File: config.mk
export PLATFORM = sky130hd
export DESIGN_NAME = umcl_top
export DESIGN_NICKNAME = d
export VERILOG_FILES = /design/src/logic/umcl_pkg.sv /design/src/logic/umcl_top.sv
export SDC_FILE = /design/constraint.sdc
export NUM_CORES = 1
export LEC_CHECK = 0
export BUFFER_PORTS_ARGS = -buffer_cell sky130_fd_sc_hd__buf_2
export CORE_MARGIN = 5
export CORE_UTILIZATION = 49
export DETAILED_ROUTE_END_ITERATION = 10
export PLACE_DENSITY = 0.8
export SYNTH_ARGS = -nofsm -noshare
export SYNTH_HDL_FRONTEND = slang
export SYNTH_SLANG_ARGS = --single-unit
File: constraint.sdc
create_clock -name clk -period 1.7 [get_ports clk]
set_input_delay 0.085 -clock clk [delete_from_list [all_inputs] [get_ports clk]]
set_output_delay 0.085 -clock clk [all_outputs]
set_load 0.01 [all_outputs]
File: src/logic/umcl_pkg.sv
// Package: register map, field positions, reset values and shared types of the modem-control / line-status block
package umcl_pkg;

  // ---------------------------------------------------------------------------
  // Register map
  // ---------------------------------------------------------------------------
  localparam logic [31:0] ADDR_MODEM_CONTROL_U0 = 32'h40020010;
  localparam logic [31:0] ADDR_LINE_STATUS_U0 = 32'h40020014;
  localparam logic [31:0] ADDR_MODEM_CONTROL_U1 = 32'h40020410;
  localparam logic [31:0] ADDR_LINE_STATUS_U1 = 32'h40020414;
  localparam logic [31:0] ADDR_UNIT_STRIDE = 32'h00000400;
  localparam int NUM_UNITS = 2;

  localparam logic [15:0] MODEM_CONTROL_RESET = 16'h0000;
  localparam logic [15:0] LINE_STATUS_RESET = 16'h0060;
  localparam logic [15:0] READ_UNMAPPED = 16'h0000;

  // ---------------------------------------------------------------------------
  // Field positions
  // ---------------------------------------------------------------------------
  localparam int MC_DTR = 0;
  localparam int MC_RTS = 1;
  localparam int MC_AUX1 = 2;
  localparam int MC_AUX2 = 3;
  localparam int MC_LOOPBACK = 4;
  localparam int MC_WIDTH = 5;

  localparam int LS_RX_READY = 0;
  localparam int LS_OVERRUN = 1;
  localparam int LS_PARITY = 2;
  localparam int LS_FRAMING = 3;
  localparam int LS_BREAK = 4;
  localparam int LS_TX_HOLD_EMPTY = 5;
  localparam int LS_TX_ALL_EMPTY = 6;
  localparam int LS_RX_QUEUE_ERR = 7;
  localparam int LS_WIDTH = 8;

  // Character size codes 0..3 mean 5..8 data bits
  localparam logic [3:0] CHAR_BITS_BASE = 4'h5;

  // ---------------------------------------------------------------------------
  // Carriers
  // ---------------------------------------------------------------------------
  typedef struct packed {
    logic [31:0] addr;
    logic [15:0] wdata;
    logic wr;
    logic rd;
  } umcl_bus_s;

  // Per-unit events reported by the transmitter and receiver around the block
  typedef struct packed {
    logic tx_hold_written;
    logic tx_hold_loaded;
    logic tx_shift_done;
    logic rx_byte;
    logic rx_read;
    logic rx_parity_bad;
    logic rx_stop_bad;
    logic rx_break;
    logic rx_queue_err_left;
  } umcl_evt_s;

  // Modem signals, logic levels as seen on the internal nets
  typedef struct packed {
    logic dcd;
    logic ri;
    logic dsr;
    logic cts;
  } umcl_modem_s;

endpackage

File: src/logic/umcl_top.sv
// Modem-control and line-status registers for two serial units
`timescale 1ns/10ps
module umcl_top (
  input wire logic clk,
  input wire logic arst_n,
  input wire logic clk_en,
  input wire logic [31:0] bus_addr,
  input wire logic [15:0] bus_wdata,
  input wire logic bus_wr,
  input wire logic bus_rd,
  output logic [15:0] bus_rdata,
  input wire logic [1:0] serial_in_line,
  output logic [1:0] serial_out_line,
  input wire logic [1:0] tx_raw_line,
  output logic [1:0] rx_line,
  input wire logic [1:0][1:0] char_size_field,
  input wire umcl_pkg::umcl_evt_s [1:0] evt,
  input wire umcl_pkg::umcl_modem_s [1:0] modem_in,
  output umcl_pkg::umcl_modem_s [1:0] modem_status,
  output logic [1:0] rts_level,
  output logic [1:0] dtr_level,
  output logic [1:0] aux_output_one,
  output logic [1:0] aux_output_two,
  output logic [1:0][3:0] break_char_bits
);

  // ---------------------------------------------------------------------------
  // State
  // ---------------------------------------------------------------------------
  typedef struct packed {
    logic [1:0][umcl_pkg::MC_WIDTH-1:0] modem_control;
    logic [1:0][umcl_pkg::LS_WIDTH-1:0] line_status;
    logic [1:0] sin_meta;
    logic [1:0] sin_sync;
    logic [1:0] sout;
    logic [1:0] rxl;
    umcl_pkg::umcl_modem_s [1:0] mst;
    logic [1:0] rts;
    logic [1:0] dtr;
    logic [1:0] aux1;
    logic [1:0] aux2;
    logic [1:0][3:0] brk_bits;
    logic [15:0] rdata;
  } umcl_state_s;

  umcl_state_s st;
  umcl_state_s next_st;

  localparam umcl_state_s ST_RESET = '{
    modem_control: {2{umcl_pkg::MODEM_CONTROL_RESET[umcl_pkg::MC_WIDTH-1:0]}},
    line_status: {2{umcl_pkg::LINE_STATUS_RESET[umcl_pkg::LS_WIDTH-1:0]}},
    sin_meta: 2'h3,
    sin_sync: 2'h3,
    sout: 2'h3,
    rxl: 2'h3,
    mst: '0,
    rts: 2'h3,
    dtr: 2'h3,
    aux1: 2'h3,
    aux2: 2'h3,
    brk_bits: {2{umcl_pkg::CHAR_BITS_BASE}},
    rdata: 16'h0000
  };

  // ---------------------------------------------------------------------------
  // Address decode
  // ---------------------------------------------------------------------------
  logic [1:0] hit_mc;
  logic [1:0] hit_ls;

  genvar gu;
  generate
    for (gu = 0; gu < umcl_pkg::NUM_UNITS; gu++) begin : g_dec
      assign hit_mc[gu] = bus_addr == umcl_pkg::ADDR_MODEM_CONTROL_U0 + 32'(gu) * umcl_pkg::ADDR_UNIT_STRIDE;
      assign hit_ls[gu] = bus_addr == umcl_pkg::ADDR_LINE_STATUS_U0 + 32'(gu) * umcl_pkg::ADDR_UNIT_STRIDE;
    end
  endgenerate

  // ---------------------------------------------------------------------------
  // Next state
  // ---------------------------------------------------------------------------
  always_comb begin
    logic [umcl_pkg::MC_WIDTH-1:0] mc;
    logic [umcl_pkg::LS_WIDTH-1:0] ls;
    logic ls_rd;
    logic loop;
    logic txe;
    mc = '0;
    ls = '0;
    ls_rd = 1'b0;
    loop = 1'b0;
    txe = 1'b0;
    next_st = st;
    next_st.sin_meta = serial_in_line;
    next_st.sin_sync = st.sin_meta;
    next_st.rdata = umcl_pkg::READ_UNMAPPED;
    for (int u = 0; u < umcl_pkg::NUM_UNITS; u++) begin
      mc = st.modem_control[u];
      ls = st.line_status[u];
      ls_rd = bus_rd && hit_ls[u];
      if (bus_wr && hit_mc[u]) begin
        mc = bus_wdata[umcl_pkg::MC_WIDTH-1:0];
      end
      if (bus_rd && hit_mc[u]) begin
        next_st.rdata = {11'h000, st.modem_control[u]};
      end
      if (ls_rd) begin
        next_st.rdata = {8'h00, st.line_status[u]};
      end
      // Sticky errors: a read clears them and loads queue error from the errors-left level, but a same-cycle event wins
      if (ls_rd) begin
        ls[umcl_pkg::LS_OVERRUN] = 1'b0;
        ls[umcl_pkg::LS_PARITY] = 1'b0;
        ls[umcl_pkg::LS_FRAMING] = 1'b0;
        ls[umcl_pkg::LS_BREAK] = 1'b0;
        ls[umcl_pkg::LS_RX_QUEUE_ERR] = evt[u].rx_queue_err_left;
      end
      if (evt[u].rx_break) ls[umcl_pkg::LS_BREAK] = 1'b1;
      if (evt[u].rx_stop_bad) ls[umcl_pkg::LS_FRAMING] = 1'b1;
      if (evt[u].rx_parity_bad) ls[umcl_pkg::LS_PARITY] = 1'b1;
      if (evt[u].rx_byte && st.line_status[u][umcl_pkg::LS_RX_READY] && !evt[u].rx_read) begin
        ls[umcl_pkg::LS_OVERRUN] = 1'b1;
      end
      if (evt[u].rx_parity_bad || evt[u].rx_stop_bad || evt[u].rx_break) begin
        ls[umcl_pkg::LS_RX_QUEUE_ERR] = 1'b1;
      end
      // Data ready ignores status reads; new data beats a simultaneous receive read
      if (evt[u].rx_read) ls[umcl_pkg::LS_RX_READY] = 1'b0;
      if (evt[u].rx_byte) ls[umcl_pkg::LS_RX_READY] = 1'b1;
      // Transmit side: holding empty clears on write, sets when shift reg takes it
      txe = ls[umcl_pkg::LS_TX_HOLD_EMPTY];
      if (evt[u].tx_hold_loaded) txe = 1'b1;
      if (evt[u].tx_hold_written) txe = 1'b0;
      ls[umcl_pkg::LS_TX_HOLD_EMPTY] = txe;
      if (evt[u].tx_hold_written) begin
        ls[umcl_pkg::LS_TX_ALL_EMPTY] = 1'b0;
      end else if (evt[u].tx_shift_done && txe) begin
        ls[umcl_pkg::LS_TX_ALL_EMPTY] = 1'b1;
      end
      next_st.modem_control[u] = mc;
      next_st.line_status[u] = ls;
      // DTR, RTS and aux outputs follow the stored control bits, inverted
      loop = st.modem_control[u][umcl_pkg::MC_LOOPBACK];
      next_st.dtr[u] = ~st.modem_control[u][umcl_pkg::MC_DTR];
      next_st.rts[u] = ~st.modem_control[u][umcl_pkg::MC_RTS];
      next_st.aux1[u] = ~st.modem_control[u][umcl_pkg::MC_AUX1];
      next_st.aux2[u] = ~st.modem_control[u][umcl_pkg::MC_AUX2];
      next_st.sout[u] = loop ? 1'b1 : tx_raw_line[u];
      next_st.rxl[u] = loop ? tx_raw_line[u] : st.sin_sync[u];
      if (loop) begin
        next_st.mst[u].cts = ~st.modem_control[u][umcl_pkg::MC_RTS];
        next_st.mst[u].dsr = ~st.modem_control[u][umcl_pkg::MC_DTR];
        next_st.mst[u].ri = ~st.modem_control[u][umcl_pkg::MC_AUX1];
        next_st.mst[u].dcd = ~st.modem_control[u][umcl_pkg::MC_AUX2];
      end else begin
        next_st.mst[u] = modem_in[u];
      end
      next_st.brk_bits[u] = umcl_pkg::CHAR_BITS_BASE + {2'b00, char_size_field[u]};
    end
  end

  // ---------------------------------------------------------------------------
  // Registers
  // ---------------------------------------------------------------------------
  always_ff @(posedge clk or negedge arst_n) begin
    if (!arst_n) begin
      st <= ST_RESET;
    end else if (clk_en) begin
      st <= next_st;
    end
  end

  assign bus_rdata = st.rdata;
  assign serial_out_line = st.sout;
  assign rx_line = st.rxl;
  assign modem_status = st.mst;
  assign rts_level = st.rts;
  assign dtr_level = st.dtr;
  assign aux_output_one = st.aux1;
  assign aux_output_two = st.aux2;
  assign break_char_bits = st.brk_bits;

  // ---------------------------------------------------------------------------
  // Assertions
  // ---------------------------------------------------------------------------
  // Outputs lag the stored bits by one cycle, so most checks look one edge later
  a_loop_line_high: assert property (@(posedge clk) disable iff (!arst_n)
    clk_en && st.modem_control[0][umcl_pkg::MC_LOOPBACK] |=> serial_out_line[0])
    else $error("serial output not high in loopback");

  a_loop_high_one: assert property (@(posedge clk) disable iff (!arst_n)
    clk_en && st.modem_control[1][umcl_pkg::MC_LOOPBACK] |=> serial_out_line[1])
    else $error("unit one serial output not high in loopback");

  a_sout_follow_zero: assert property (@(posedge clk) disable iff (!arst_n)
    clk_en && !st.modem_control[0][umcl_pkg::MC_LOOPBACK] |=> serial_out_line[0] == $past(tx_raw_line[0]))
    else $error("serial output does not follow transmitter");

  a_sout_follow_one: assert property (@(posedge clk) disable iff (!arst_n)
    clk_en && !st.modem_control[1][umcl_pkg::MC_LOOPBACK] |=> serial_out_line[1] == $past(tx_raw_line[1]))
    else $error("unit one serial output does not follow transmitter");

  a_loop_cts_rts: assert property (@(posedge clk) disable iff (!arst_n)
    clk_en && st.modem_control[0][umcl_pkg::MC_LOOPBACK] |=> modem_status[0].cts == rts_level[0])
    else $error("loopback cts does not follow rts");

  a_loop_dsr_dtr: assert property (@(posedge clk) disable iff (!arst_n)
    clk_en && st.modem_control[0][umcl_pkg::MC_LOOPBACK] |=> modem_status[0].dsr == dtr_level[0])
    else $error("loopback dsr does not follow dtr");

  a_loop_ri_aux: assert property (@(posedge clk) disable iff (!arst_n)
    clk_en && st.modem_control[0][umcl_pkg::MC_LOOPBACK] |=> modem_status[0].ri == aux_output_one[0])
    else $error("loopback ri does not follow aux one");

  a_loop_dcd_aux: assert property (@(posedge clk) disable iff (!arst_n)
    clk_en && st.modem_control[0][umcl_pkg::MC_LOOPBACK] |=> modem_status[0].dcd == aux_output_two[0])
    else $error("loopback dcd does not follow aux two");

  a_loop_cts_one: assert property (@(posedge clk) disable iff (!arst_n)
    clk_en && st.modem_control[1][umcl_pkg::MC_LOOPBACK] |=> modem_status[1].cts == rts_level[1])
    else $error("unit one loopback cts wrong");

  a_loop_dsr_one: assert property (@(posedge clk) disable iff (!arst_n)
    clk_en && st.modem_control[1][umcl_pkg::MC_LOOPBACK] |=> modem_status[1].dsr == dtr_level[1])
    else $error("unit one loopback dsr wrong");

  a_loop_ri_one: assert property (@(posedge clk) disable iff (!arst_n)
    clk_en && st.modem_control[1][umcl_pkg::MC_LOOPBACK] |=> modem_status[1].ri == aux_output_one[1])
    else $error("unit one loopback ri wrong");

  a_loop_dcd_one: assert property (@(posedge clk) disable iff (!arst_n)
    clk_en && st.modem_control[1][umcl_pkg::MC_LOOPBACK] |=> modem_status[1].dcd == aux_output_two[1])
    else $error("unit one loopback dcd wrong");

  a_modem_pass: assert property (@(posedge clk) disable iff (!arst_n)
    clk_en && !st.modem_control[0][umcl_pkg::MC_LOOPBACK] |=> modem_status[0] == $past(modem_in[0]))
    else $error("modem status does not follow inputs");

  a_aux_two_inv: assert property (@(posedge clk) disable iff (!arst_n)
    clk_en |=> aux_output_two[1] == !$past(st.modem_control[1][umcl_pkg::MC_AUX2]))
    else $error("aux output two not inverted");

  a_aux_two_zero: assert property (@(posedge clk) disable iff (!arst_n)
    clk_en |=> aux_output_two[0] == !$past(st.modem_control[0][umcl_pkg::MC_AUX2]))
    else $error("unit zero aux output two not inverted");

  a_aux_one_zero: assert property (@(posedge clk) disable iff (!arst_n)
    clk_en |=> aux_output_one[0] == !$past(st.modem_control[0][umcl_pkg::MC_AUX1]))
    else $error("aux output one not inverted");

  a_aux_one_one: assert property (@(posedge clk) disable iff (!arst_n)
    clk_en |=> aux_output_one[1] == !$past(st.modem_control[1][umcl_pkg::MC_AUX1]))
    else $error("unit one aux output one not inverted");

  a_rts_inv_zero: assert property (@(posedge clk) disable iff (!arst_n)
    clk_en |=> rts_level[0] == !$past(st.modem_control[0][umcl_pkg::MC_RTS]))
    else $error("rts not inverted");

  a_rts_inv_one: assert property (@(posedge clk) disable iff (!arst_n)
    clk_en |=> rts_level[1] == !$past(st.modem_control[1][umcl_pkg::MC_RTS]))
    else $error("unit one rts not inverted");

  a_dtr_inverted: assert property (@(posedge clk) disable iff (!arst_n)
    clk_en && bus_wr && hit_mc[0] ##1 clk_en |=> dtr_level[0] == !$past(bus_wdata[0], 2))
    else $error("dtr level wrong after write");

  a_dtr_inv_one: assert property (@(posedge clk) disable iff (!arst_n)
    clk_en |=> dtr_level[1] == !$past(st.modem_control[1][umcl_pkg::MC_DTR]))
    else $error("unit one dtr not inverted");

  a_mc_read_zero: assert property (@(posedge clk) disable iff (!arst_n)
    clk_en && bus_rd && (hit_mc[0] || hit_mc[1]) |=> bus_rdata[15:5] == 11'h000)
    else $error("modem control upper bits not zero");

  a_mc_write_zero: assert property (@(posedge clk) disable iff (!arst_n)
    clk_en && bus_wr && hit_mc[0] |=> st.modem_control[0] == $past(bus_wdata[umcl_pkg::MC_WIDTH-1:0]))
    else $error("modem control write lost");

  a_mc_write_one: assert property (@(posedge clk) disable iff (!arst_n)
    clk_en && bus_wr && hit_mc[1] |=> st.modem_control[1] == $past(bus_wdata[umcl_pkg::MC_WIDTH-1:0]))
    else $error("unit one modem control write lost");

  a_ls_read_val: assert property (@(posedge clk) disable iff (!arst_n)
    clk_en && bus_rd && hit_ls[1] |=> bus_rdata == {8'h00, $past(st.line_status[1])})
    else $error("line status read value wrong");

  a_ls_read_zero: assert property (@(posedge clk) disable iff (!arst_n)
    clk_en && bus_rd && hit_ls[0] |=> bus_rdata == {8'h00, $past(st.line_status[0])})
    else $error("unit zero line status read value wrong");

  a_unmapped_zero: assert property (@(posedge clk) disable iff (!arst_n)
    clk_en && bus_rd && !(|hit_mc) && !(|hit_ls) |=> bus_rdata == 16'h0000)
    else $error("unmapped read not zero");

  a_qerr_set: assert property (@(posedge clk) disable iff (!arst_n)
    clk_en && (evt[0].rx_parity_bad || evt[0].rx_stop_bad || evt[0].rx_break)
    |=> st.line_status[0][umcl_pkg::LS_RX_QUEUE_ERR])
    else $error("queue error flag not set");

  a_qerr_keep: assert property (@(posedge clk) disable iff (!arst_n)
    clk_en && bus_rd && hit_ls[1] && evt[1].rx_queue_err_left |=> st.line_status[1][umcl_pkg::LS_RX_QUEUE_ERR])
    else $error("queue error cleared while errors remain");

  a_tx_all_empty_flag_clear: assert property (@(posedge clk) disable iff (!arst_n)
    clk_en && evt[0].tx_hold_written |=> !st.line_status[0][umcl_pkg::LS_TX_ALL_EMPTY])
    else $error("all empty not cleared by write");

  a_tx_all_empty_flag_set: assert property (@(posedge clk) disable iff (!arst_n)
    clk_en && evt[1].tx_shift_done && !evt[1].tx_hold_written
    && (st.line_status[1][umcl_pkg::LS_TX_HOLD_EMPTY] || evt[1].tx_hold_loaded)
    |=> st.line_status[1][umcl_pkg::LS_TX_ALL_EMPTY])
    else $error("all empty not set after shift");

  a_thr_write_clr: assert property (@(posedge clk) disable iff (!arst_n)
    clk_en && evt[0].tx_hold_written |=> !st.line_status[0][umcl_pkg::LS_TX_HOLD_EMPTY])
    else $error("holding empty not cleared by write");

  a_tx_holding_empty_flag_set: assert property (@(posedge clk) disable iff (!arst_n)
    clk_en && evt[1].tx_hold_loaded && !evt[1].tx_hold_written |=> st.line_status[1][umcl_pkg::LS_TX_HOLD_EMPTY])
    else $error("holding empty not set after load");

  a_break_clear: assert property (@(posedge clk) disable iff (!arst_n)
    clk_en && bus_rd && hit_ls[0] && !evt[0].rx_break |=> !st.line_status[0][umcl_pkg::LS_BREAK])
    else $error("break flag not cleared by read");

  a_break_set: assert property (@(posedge clk) disable iff (!arst_n)
    clk_en && evt[1].rx_break |=> st.line_status[1][umcl_pkg::LS_BREAK])
    else $error("break event lost");

  a_framing_set: assert property (@(posedge clk) disable iff (!arst_n)
    clk_en && evt[1].rx_stop_bad |=> st.line_status[1][umcl_pkg::LS_FRAMING])
    else $error("framing event lost");

  a_framing_clear: assert property (@(posedge clk) disable iff (!arst_n)
    clk_en && bus_rd && hit_ls[1] && !evt[1].rx_stop_bad |=> !st.line_status[1][umcl_pkg::LS_FRAMING])
    else $error("framing flag not cleared by read");

  a_parity_keep: assert property (@(posedge clk) disable iff (!arst_n)
    clk_en && evt[0].rx_parity_bad |=> st.line_status[0][umcl_pkg::LS_PARITY])
    else $error("parity event lost");

  a_parity_clear: assert property (@(posedge clk) disable iff (!arst_n)
    clk_en && bus_rd && hit_ls[1] && !evt[1].rx_parity_bad |=> !st.line_status[1][umcl_pkg::LS_PARITY])
    else $error("parity flag not cleared by read");

  a_overrun_set: assert property (@(posedge clk) disable iff (!arst_n)
    clk_en && evt[1].rx_byte && st.line_status[1][umcl_pkg::LS_RX_READY] && !evt[1].rx_read
    |=> st.line_status[1][umcl_pkg::LS_OVERRUN])
    else $error("overrun not flagged");

  a_overrun_clear: assert property (@(posedge clk) disable iff (!arst_n)
    clk_en && bus_rd && hit_ls[1] && !evt[1].rx_byte |=> !st.line_status[1][umcl_pkg::LS_OVERRUN])
    else $error("overrun flag not cleared by read");

  a_ready_hold: assert property (@(posedge clk) disable iff (!arst_n)
    clk_en && st.line_status[0][umcl_pkg::LS_RX_READY] && !evt[0].rx_read |=> st.line_status[0][umcl_pkg::LS_RX_READY])
    else $error("data ready dropped without receive read");

  a_ready_set: assert property (@(posedge clk) disable iff (!arst_n)
    clk_en && evt[1].rx_byte |=> st.line_status[1][umcl_pkg::LS_RX_READY])
    else $error("data ready not set by new byte");

  a_ready_clear: assert property (@(posedge clk) disable iff (!arst_n)
    clk_en && evt[1].rx_read && !evt[1].rx_byte |=> !st.line_status[1][umcl_pkg::LS_RX_READY])
    else $error("data ready not cleared by receive read");

  a_break_bits: assert property (@(posedge clk) disable iff (!arst_n)
    clk_en |=> break_char_bits[1] == umcl_pkg::CHAR_BITS_BASE + $past({2'b00, char_size_field[1]}))
    else $error("break length does not follow size code");

  a_loop_rx_feed: assert property (@(posedge clk) disable iff (!arst_n)
    clk_en && st.modem_control[0][umcl_pkg::MC_LOOPBACK] |=> rx_line[0] == $past(tx_raw_line[0]))
    else $error("loopback receiver input does not follow transmitter");

  a_collide_keep: assert property (@(posedge clk) disable iff (!arst_n)
    clk_en && bus_rd && hit_ls[1] && evt[1].rx_stop_bad |=> st.line_status[1][umcl_pkg::LS_FRAMING])
    else $error("event lost in clearing read");

  a_enable_freeze: assert property (@(posedge clk) disable iff (!arst_n)
    !clk_en |=> $stable(st))
    else $error("state moved while clock enable low");

endmodule
# Yosys cells after proc, flatten, opt, wreduce, memory -nomap -nowiden
# Cells that the tools add are included.
# word_totals
output_inout_bits	44
inputBits	87
wordCells	135
ff_bits	74
# classes
n_bitwise	8
n_addsub	2
mux	36
eq_ne	4
n_reduce_logical	48
# ops
op	count
$eq 32x31->1 const B	4
$mux 16	3
$reduce_and 2->1	16
$mux 1	28
$reduce_bool 2->1	14
$mux 4	4
$logic_and 1x1->1	12
$add 3x2->4 const A	2
$not 1->1	8
$mux 5	1
$logic_or 1x1->1	4
$logic_not 1->1	2

# Longest topological paths before layout
# Gate-level depths: netlist of the first run.
# logic_depth
ltp_word	6
mapped_depth	7
mapped_depth_nobuf	5

# Least setup slack after synthesis of the first run
# No wires, ideal clock.
# synth_path
kind	input port to flip-flop
startpoint	input port bus_addr[21]
endpoint	register st[69] in the netlist's numbering
arrival_ns	1.874
slack_ns	-0.299
setup_time_ns	0.125
path_stages	7
required_ns	1.575
path_buffers	2
path_cell_list	nor4_2 > nand4_1 > or3_1 > buf_6 > or4_4 > buf_6 > mux2_4
# synth_between
elab_chain_len	3
# synth_lines
element	line	text
start: declaration	umcl_top.sv:7	input wire logic [31:0] bus_addr,
$eq 32x31->1	umcl_top.sv:74	assign hit_mc[gu] = bus_addr == umcl_pkg::ADDR_MODEM_CONTROL_U0 + 32'(gu) * umcl_pkg::ADDR_UNIT_STRIDE;
$logic_and 1x1->1	umcl_top.sv:101	if (bus_wr && hit_mc[u]) begin
$reduce_and 2->1 (no line)	n/a	
end signal: assignment	umcl_top.sv:169	st <= next_st;
end: declaration	umcl_top.sv:46	umcl_state_s st;
# No other way between the ends.
# A chain may end at the register's enable or synchronous reset.

# Final worst setup path of the first run
# layout_path
startpoint	input port bus_addr[9]
endpoint	register st[73] in the netlist's numbering
# Same word-level chain as after synthesis.

==> reports/qor.csv, run 1 <==
stage,metric,value,unit
run_status,run status,"finished, final reports clean",
power,P_leak,0.00197,uW
synth,Synth Instances,301,
hold_path,WHS Path Cells,3,
synth,post-synthesis mux area share,14.7,%
drt,DRT antenna net count,0,
worst_setup_path,WP data arrival,1.87,ns
drt,# DRC,0,
grt,GRT Overall Usage,18.9,%
hold_path,Hold WC Path Type,input port to flop,
cts,Worst-Skew Late Latency,0.35,ns
worst_setup_path,Startpoint Class,input port,
drt,Post-Route WL,7990,um
finish,filler instances,549,
drt,vias post-DR,2574,
power,total power,3490,uW
timing,fin crit period,1.64,ns
finish,"commonest non-fill, non-tap cells in the layout","buf_2 (111), dfrtp_1 (42), dfstp_2 (24), a21oi_1 (23), dlygate4sd3_1 (23)",
synth,compound-cell area share of the yosys netlist,10.7,%
cts,CTS tree,built,
timing,hold violation count in the final report,0,
cts,Max clock buf depth,2,
cts,Num CTS Buffers,9,
timing,fmax,608,MHz
worst_setup_path,CP max FO,5,
worst_setup_path,worst reg2reg setup slack,0.52,ns
finish,final instance area,0.00423,mm2
synth,post-synth cell types,42,
drt,DR pass1 iterations,4,
worst_setup_path,worst reg2reg startpoint,st[48],
synth,number of synthesis warnings,0,
placed_design,IO Port Bufs,111,
grt,vias in the first global route,2674,
drt,Iter 0 DRT Violations,62,
timing,Setup Skew,0.00688,ns
die,Die X,92.9,um
synth,Yosys top cell area share,31.2,%
power,pwr dens,825,mW/mm2
timing,worst setup margin,0.0563,ns
die,die area,0.00863,mm2
synth,Most used DFF post-synth,dfrtp_1,
timing,fin crit share,96.7,%
placed_design,Inst Count DP,453,
finish,final net count,496,
synth,Async SR Flop Fraction,100,%
synth,Synth Register Bits,66,
timing,RSZ-0062 raised after global routing,no,
die,Ports,131,
synth,largest family of logic cells by synthesized area,multiplexers,
placed_design,Placer Congestion,0.807,
synth,number of enable flip-flop cells after synthesis,0,
die,CORE AREA,0.00676,mm2
worst_setup_path,R2R cell count,5,
finish,P&R area growth vs syn,25.6,%
die,row count,30,
cts,"CTS clk-pin slew, worst paths",0.07,ns
synth,cell accounting for the most synthesized area,dfrtp_1,
synth,Area contributors post-synth,"dfrtp_1 (31%), dfstp_2 (19%), buf_4 (9.8%)",
worst_setup_path,critical path required time,1.93,ns
drt,Wirelength per Cell,16.2,um
synth,sequential fraction of the synthesis area,50.0,%
synth,adder-cell area share of the yosys netlist,0.743,%
die,Starting Density,49.8,%
grt,largest net degree at the start of global routing,58,
placed_design,DP Worst Slack,-0.339,ns
job,max-cap viol count,0,
timing,actual slew at the worst max-slew pin,0.571,ns
grt,"Remaining Overflow, GRT",0,
drt,routed vias/inst,5.23,
hold_path,Hold Path Sink,st[56],
worst_setup_path,Setup Crit Path Kind,input port to flop,
grt,antenna violations before repair,0,
worst_setup_path,CP endpoint kind,flop,
cts,Clock Sinks,66,
die,Die H,92.9,um
cts,postcts setup bufs,0,
finish,number of inserted diodes,0,
cts,clock root buffer,clkbuf_8,
synth,simple-gate portion of the synthesized area,10.1,%
grt,first-pass GRT wire length,12800,um
finish,share of cells above drive strength 1,49.5,%
timing,Rel. slew slack,61.9,%
timing,Setup Viol. Count Final,0,
power,maximum VDD drop,474,uV
synth,area share of xor/xnor cells in the synthesized design,0,%
placed_design,Post-DP Area,0.00380,mm2
synth,Post-Syn Area,0.00337,mm2
hold_path,HP Start,evt[13],
finish,"most common cell after layout, fill and taps aside",buf_2,
timing,final slew viol count,0,
cts,H-tree depth,3,
placed_design,DP Wirelength,5930,um
synth,syn_area_per_cell,11.2,um2
worst_setup_path,reg2reg end,bus_rdata[0],
finish,fin cells,492,
## state kept, by name, summed over array words and instances (netlist names)
register and flops:
next_st 2, bus_rdata 8, st 28, rx_line 2, break_char_bits 8, aux_output_one 2
modem_status 8, dtr_level 2, serial_out_line 2, rts_level 2, aux_output_two 2
## synthesized netlist by cell type, types with 2 or more instances
library cell and instances:
o32ai_1 3, clkbuf_1 11, a31oi_1 2, dfrtp_1 42
inv_1 13, dfstp_2 24, nor4_2 2, or3_1 2
buf_6 2, or2_2 2, nand3_1 3, a32o_1 4
mux2_4 5, a21oi_1 23, ha_1 2, a21o_1 5
nand4_1 2, o31ai_1 2, buf_1 3, nand2_1 10
and3_1 2, a22o_1 8, nor3_1 5, buf_4 44
nor4_1 3, nor2_1 21, mux2_2 24, mux2i_1 15
o21ai_0 4
## per-stage QoR
stage               utilization (%)  setup TNS, ns  hold slack [ns]
floorplan                         -          -1.71           -0.211
global placement               56.2          -2.35          -0.0800
finish                         62.6              0           0.0320
CTS                            62.5              0           0.0205
global route                   62.6              0           0.0237
detailed placement             56.2          -2.65          -0.0740
## power breakdown
group | internal [uW] | switching (uW)
registers | 1680 | 45.8
clock network | 673 | 627
logic | 227 | 229
## worst max-delay path, cell delays in order
cell     delay [ns]
buf_2          0.11
nor4b_4        0.26
nand4_1        0.15
or3_4          0.39
or4_4          0.56
mux2_4         0.32
## timing repair
item                       in CTS  in global routing
resized for setup               0                  1
hold buffers                   23                  0
hold endpoints to repair       72                  0
setup endpoints to repair       0                  5
## worst max-delay path by stage
stage / start / endpoint / cells after the start
floorplan: bus_addr[9] / st[69] / 7
CTS: bus_addr[9] / st[73] / 6
detailed placement: bus_addr[9] / st[73] / 6
global placement: bus_addr[9] / st[72] / 6
global route: bus_addr[9] / st[73] / 6
finish: bus_addr[9] / st[73] / 6
## cell families after synthesis
| group | count (synthesis) |
|---|---|
| adder cells (fa/ha/maj) | 2 |
| buffers and inverters | 74 |
| AND/OR/NAND/NOR | 60 |
| AO/OA/AOI/OAI | 54 |
| multiplexers | 44 |
| other | 1 |
| flip-flops | 66 |
## routing by layer
layer / GRT usage, % / part of all wire [%] / wire, um
met1: 24.5 / 43 / 3400
met2: 31.3 / 50 / 3980
met3: 4.31 / 6.4 / 513
met4: 6.47 / 1.1 / 91
met5: 0 / 0 / 0
## area by class of cell
cell class                      instances  area, um2  share of cell area, %
Clock inverter                          7       70.1                   1.66
Sequential cell                        66       1680                   39.8
Timing Repair Buffer                  148        903                   21.4
Clock buffer                            9        124                   2.93
Inverter                               14       52.6                   1.24
Tap cell                               80        100                   2.37
Multi-Input combinational cell        168       1300                   30.7
Power figures use the tool's default switching activity.
==> run 2: changes to the inputs <==
BUFFER_PORTS_ARGS = -buffer_cell sky130_fd_sc_hd__buf_4   (was -buffer_cell sky130_fd_sc_hd__buf_2)
CORE_MARGIN = not set   (was 5)
==> run 2 against run 1 <==
  * The run now ends with DRC left
  * First-iteration DRC count grew to 2.6 times the previous value
  * Count of clock-buffer cells in the layout is 2 higher
  * Register-to-register slack worse by 0.02 ns
  * Flip-flop and latch count stayed put
  * Sequential share of layout area is 2.3 points lower
  * Combinational power is 14% higher
  * Sequential power hardly changed
  * Total power is 6.2% higher
  * Clock skew hardly changed
  * Non-clock buffer count is 3 lower
  * Maximum frequency is 2.6% higher
  * Largest cell class unchanged
==> reports/qor.csv, run 2 (same netlist as run 1, synthesis figures left out) <==
stage,metric,value,unit,change
timing,Setup Skew,0.00654,ns,-0.000344 ns
worst_setup_path,CP Cell Sequence,"buf_4, nor4b_4, nand4_1, or3_4, or4_4, mux2_4",,
finish,Final Core Density,69.2,%,+6.6 points
worst_setup_path,CP max FO,5,,unchanged
die,die area,0.00720,mm2,-16%
finish,P&R area growth vs syn,33.5,%,
worst_setup_path,critical path required time,1.93,ns,about the same
grt,largest net degree at the start of global routing,67,,+16%
drt,Post-Route WL,7550,um,-5.4%
timing,fin crit share,94.3,%,-2.4 points
worst_setup_path,critical path's largest stage delay,0.49,ns,-0.07 ns
timing,hold violation count in the final report,0,,unchanged
cts,Worst-Skew Late Latency,0.34,ns,about the same
drt,Iter 0 DRT Violations,160,,+160%
placed_design,DP Wirelength,5320,um,-10%
drt,DRT antenna net count,0,,unchanged
timing,actual slew at the worst max-slew pin,0.802,ns,+0.231 ns
timing,Setup Viol. Count Final,0,,unchanged
cts,Max clock buf depth,2,,unchanged
timing,fin crit period,1.60,ns,-0.0410 ns
power,pwr dens,824,mW/mm2,about the same
power,P_leak,0.00206,uW,+4.6%
grt,vias in the first global route,2588,,-3.2%
finish,share of cells above drive strength 1,49.6,%,+0.12 points
placed_design,DP Worst Slack,-0.387,ns,-0.0487 ns
grt,first-pass GRT wire length,12100,um,-5.6%
grt,antenna violations before repair,0,,unchanged
drt,# DRC,12,,+12
timing,worst setup margin,0.0974,ns,+0.0410 ns
worst_setup_path,WP data arrival,1.83,ns,-0.04 ns
timing,RSZ-0062 raised after global routing,no,,
die,Die X,84.9,um,-8.6%
drt,DR pass1 iterations,8,,+4
finish,"commonest non-fill, non-tap cells in the layout","buf_4 (124), dfrtp_1 (42), dfstp_2 (24), a21oi_1 (23)",,
finish,flip-flop and latch area,0.00168,mm2,unchanged
power,logic gate share of total power,14.0,%,+0.9 points
cts,CTS tree,built,,
placed_design,IO Port Bufs,111,,unchanged
finish,number of inserted diodes,0,,unchanged
run_status,run status,"complete, but fails checks",,
grt,"Remaining Overflow, GRT",0,,unchanged
worst_setup_path,Crit-path slowest cell,or4_4,,
worst_setup_path,Startpoint Class,input port,,
finish,final net count,493,,-0.60%
die,CORE AREA,0.00649,mm2,-3.9%
drt,routed vias/inst,5.21,,-0.46%
power,Switching Share,23.4,%,-2.4 points
finish,footprint of the multi-input gates,0.00130,mm2,+0.48%
timing,fmax,624,MHz,+2.6%
finish,max reg flops,28,,unchanged
power,Clk pwr share,39.2,%,+1.9 points
cts,clock root buffer,clkbuf_8,,
power,part of the power in registers,46.8,%,-2.8 points
worst_setup_path,Setup Crit Path Kind,input port to flop,,
power,switching power,868,uW,-3.8%
timing,Rel. slew slack,46.5,%,-15 points
job,max-cap viol count,0,,unchanged
cts,H-tree depth,3,,unchanged
placed_design,Placer Congestion,0.780,,-3.4%
power,internal power,2840,uW,+9.7%
cts,postcts setup bufs,0,,unchanged
finish,Largest Register,st,,
worst_setup_path,CP endpoint kind,flop,,
finish,"most common cell after layout, fill and taps aside",buf_4,,
die,Starting Density,51.8,%,+2.0 points
run_status,failing checks,DRC,,
grt,GRT Overall Usage,22.0,%,+3.1 points
die,Die H,84.9,um,-8.6%
cts,"CTS clk-pin slew, worst paths",0.07,ns,about the same
power,maximum VDD drop,485,uV,+2.4%
drt,vias post-DR,2531,,-1.7%
die,row count,29,,-3.3%
drt,Wirelength per Cell,15.5,um,-4.2%
cts,Clock Sinks,66,,unchanged
die,Ports,131,,unchanged
hold_path,Hold WC Path Type,input port to flop,,
finish,filler instances,483,,-12%
cts,Num CTS Buffers,9,,unchanged
timing,final slew viol count,0,,unchanged
run 2: changes by cell type in the layout (fill, tap and decap cells not counted), sizes merged:
cell	previous run	this run
clkinv	5	2
clkbuf	9	11
dlygate4sd3	23	21
buf	125	124
bufinv	1	2
run 2: cell type report:
class                      instances  share of cell area (%)
sequential                        66                    37.4
multi-input combinational        168                    29.0
timing repair buffer             145                    25.4
clock buffer                      11                    3.15
tap                               77                    2.14
clock inverter                     5                    1.73
inverter                          14                    1.17
run 2: worst paths after layout:
path                                startpoint                  to  slack (ns)  cells after the start
max in group asynchronous               arst_n              st[63]        0.80                      2
worst min-delay path            tx_raw_line[0]  serial_out_line[0]        0.02                      3
min in group asynchronous               arst_n     modem_status[3]        0.38                      2
worst min register to register          st[60]        bus_rdata[4]        0.49                      1
worst max-delay path               bus_addr[9]              st[71]         0.1                      6
worst max register to register          st[48]        bus_rdata[0]        0.50                      5
run 2: per-stage QoR:
step	cells	total power (uW)	hold WS [ns]	setup TNS [ns]	area, um2
3_3_place_gp	449	2220	0.222	-2.40	4050
6_report	486	3700	0.0168	0	4490
2_1_floorplan	308	2020	-0.211	-1.71	3430
5_1_grt	486	3850	0.0186	0	4490
4_1_cts	486	3730	0.00976	0	4490
3_5_place_dp	449	2230	0.225	-3.32	4050
run 2: timing repair:
item | CTS | global route
gates resized for setup | 1 | 1
endpoints found under the setup margin | 5 | 5
endpoints found under the hold margin | 69 | 0
pin swaps | 0 | 2
hold buffers | 21 | 0
run 2: worst max-delay path, delay by kind of cell:
kind	cells	cell delay, ns
simple gates	4	1.30
mux	1	0.32
buf+inv	1	0.12
run 2: power groups by stage:
stage	clock network (uW)	logic [uW]	registers [uW]
finish	1450	518	1730
global route	1550	564	1740
CTS	1480	517	1730
detailed placement	0	476	1760
global placement	0	464	1750
floorplan	0	276	1740
run 2: layer usage:
| layer | up-vias | track usage (%) | wire, um |
|---|---|---|---|
| li1 | 1212 | - | - |
| met1 | 1206 | 28.5 | 3230 |
| met2 | 103 | 36.5 | 3690 |
| met3 | 10 | 4.96 | 528 |
| met4 | 0 | 8.32 | 99 |
| met5 | - | 0 | 0 |
==> run 3: changes to the inputs <==
CORE_UTILIZATION = 50   (was 49)
PLACE_DENSITY = 0.82   (was 0.8)
clock period = 1.9 ns   (was 1.7 ns; I/O delays follow)
==> run 3 against run 2 <==
  * The run still ends with DRC left
  * Sequential power decreased by 10%
  * Critical path depth increased by 2
  * Worst setup slack improved by 0.11 ns
  * Final cell count decreased by 0.62%
  * First-iteration DRC count increased by 5.6%
  * Largest power group unchanged
==> reports/qor.csv, run 3 (same netlist as run 1, synthesis figures left out) <==
stage,metric,value,unit,change
grt,vias in the first global route,2641,,+2.0%
finish,number of inserted diodes,0,,unchanged
finish,Final Core Density,69.1,%,about the same
worst_setup_path,CP endpoint kind,flop,,
finish,max reg flops,28,,unchanged
cts,clock root buffer,clkbuf_8,,
drt,Highest Signal Layer,met4,,
cts,Worst-Skew Late Latency,0.34,ns,about the same
timing,hold slack,0.00901,ns,-0.00779 ns
finish,Largest Register,st,,
grt,largest net degree at the start of global routing,67,,unchanged
drt,routed vias/inst,5.22,,+0.18%
finish,"commonest non-fill, non-tap cells in the layout","buf_4 (123), dfrtp_1 (42), mux2_2 (24), dfstp_2 (24), a21oi_1 (23)",,
hold_path,Hold WC Path Type,input port to flop,,
placed_design,Placer Congestion,0.764,,-2.0%
placed_design,DP Wirelength,5370,um,+1.0%
cts,Clock Sinks,66,,unchanged
timing,fin crit period,1.70,ns,
timing,RSZ-0062 raised after global routing,no,,
timing,fin crit share,89.3,%,
grt,first-pass GRT wire length,12200,um,+0.68%
worst_setup_path,critical path's largest stage delay,0.37,ns,-0.12 ns
timing,fmax,589,MHz,
timing,Setup Skew,0.00894,ns,+0.00240 ns
run_status,run status,"complete, but fails checks",,
finish,P&R area growth vs syn,31.9,%,
drt,vias post-DR,2520,,-0.43%
die,Die X,84.0,um,-0.98%
cts,CTS tree,built,,
die,row count,29,,unchanged
timing,actual slew at the worst max-slew pin,0.801,ns,-0.00118 ns
job,max-cap viol count,0,,unchanged
worst_setup_path,most frequent CP cell,buf_4,,
grt,antenna violations before repair,0,,unchanged
grt,GRT Overall Usage,22.7,%,+0.68 points
cts,post-CTS sizing,0,,-1
cts,Num CTS Buffers,9,,unchanged
worst_setup_path,crit path buf inv count,3,,+2
run_status,failing checks,DRC,,
die,Ports,131,,unchanged
power,maximum VDD drop,647,uV,+33%
cts,postcts setup bufs,0,,unchanged
worst_setup_path,CP Cell Sequence,"buf_4, nor4_2, nand4_1, or3_1, buf_4, nor4_4, buf_4, mux2_2",,
drt,Detail Route met2 WL,3950,um,+7.0%
worst_setup_path,CP max FO,5,,unchanged
drt,Wirelength per Cell,15.6,um,+0.69%
drt,Post-Route M1 WL,2940,um,-9.0%
drt,Iter 0 DRT Violations,169,,+5.6%
timing,hold violation count in the final report,0,,unchanged
cts,Max clock buf depth,2,,unchanged
die,Starting Density,52.4,%,+0.59 points
finish,"most common cell after layout, fill and taps aside",buf_4,,
drt,DRT antenna net count,0,,unchanged
worst_setup_path,WP data arrival,1.91,ns,+0.08 ns
drt,# DRC,22,,+10
drt,DR WL met3,520,um,-1.5%
finish,final net count,490,,-0.61%
timing,Setup Viol. Count Final,0,,unchanged
worst_setup_path,Startpoint Class,input port,,
worst_setup_path,critical path required time,2.11,ns,+0.18 ns
timing,Rel. slew slack,46.6,%,+0.079 points
power,pwr dens,744,mW/mm2,-9.7%
finish,share of cells above drive strength 1,49.3,%,-0.37 points
worst_setup_path,"CP delay by family, top",simple AND/OR/NAND/NOR gates,,
worst_setup_path,Setup Crit Path Kind,input port to flop,,
placed_design,IO Port Bufs,111,,unchanged
grt,"Remaining Overflow, GRT",0,,unchanged
die,Die H,84.0,um,-0.98%
cts,H-tree depth,3,,unchanged
cts,"CTS clk-pin slew, worst paths",0.07,ns,about the same
drt,Post-Route WL,7560,um,about the same
die,die area,0.00706,mm2,-2.0%
power,P_leak,0.00204,uW,-1.0%
worst_setup_path,Crit-path slowest cell,or3_1,,
timing,final slew viol count,0,,unchanged
drt,DR pass1 iterations,8,,unchanged
die,CORE AREA,0.00642,mm2,-1.1%
-- run 3: layout make-up --
| type | instances | area (um2) |
|---|---|---|
| clock buffers | 11 | 141 |
| inverters | 14 | 52.6 |
| repair buffers | 142 | 1110 |
| clock inverters | 5 | 77.6 |
| flip-flops and latches | 66 | 1680 |
| fillers | 489 | 1980 |
| multi-input cells | 168 | 1280 |
| well taps | 77 | 96.3 |
-- run 3: power by group --
part	total (uW)	switching, uW	internal (uW)
Clock	1300	525	771
Sequential	1550	40.6	1510
Combinational	459	202	257
-- run 3: through the flow --
| step | instances | worst slack, ns | total power [uW] | TNS, ns | cell area (um2) |
|---|---|---|---|---|---|
| 4_1_cts | 483 | 0.224 | 3330 | 0 | 4440 |
| 2_1_floorplan | 308 | -0.0674 | 1810 | -0.337 | 3420 |
| 5_1_grt | 483 | 0.105 | 3440 | 0 | 4440 |
| 3_3_place_gp | 448 | -0.0916 | 1980 | -0.768 | 4030 |
| 3_5_place_dp | 448 | -0.133 | 2000 | -1.10 | 4030 |
| 6_report | 483 | 0.203 | 3300 | 0 | 4440 |
-- run 3: path summary, 6_finish.rpt --
path,slack [ns],depth (start not counted),startpoint,end
min in group asynchronous,0.38,2,arst_n,modem_status[4]
worst min-delay path,0.009,2,evt[14],st[56]
worst max register to register,0.59,5,st[68],bus_rdata[4]
worst max-delay path,0.20,8,bus_addr[21],st[64]
worst min register to register,0.49,2,rx_line[1],rx_line[1]
max in group asynchronous,0.99,2,arst_n,st[48]
-- run 3: what timing repair did --
item                                    CTS  global route
endpoints found under the setup margin    0             0
endpoints found under the hold margin    66             0
hold buffers                             19             0
-- run 3: worst reg2reg max path: cells and delay by family (launching register included) --
family	cells	cell delay, ns
muxes	1	0.13
AOI/OAI and AO/OA	3	0.46
DFF	1	0.56
and+or+nand+nor	1	0.10
-- run 3: per-layer routing --
layer	global-route usage [%]	vias to the layer above
met5	0	-
met3	6.03	13
met1	24.8	1208
met4	9.40	0
li1	-	1202
met2	41.5	97
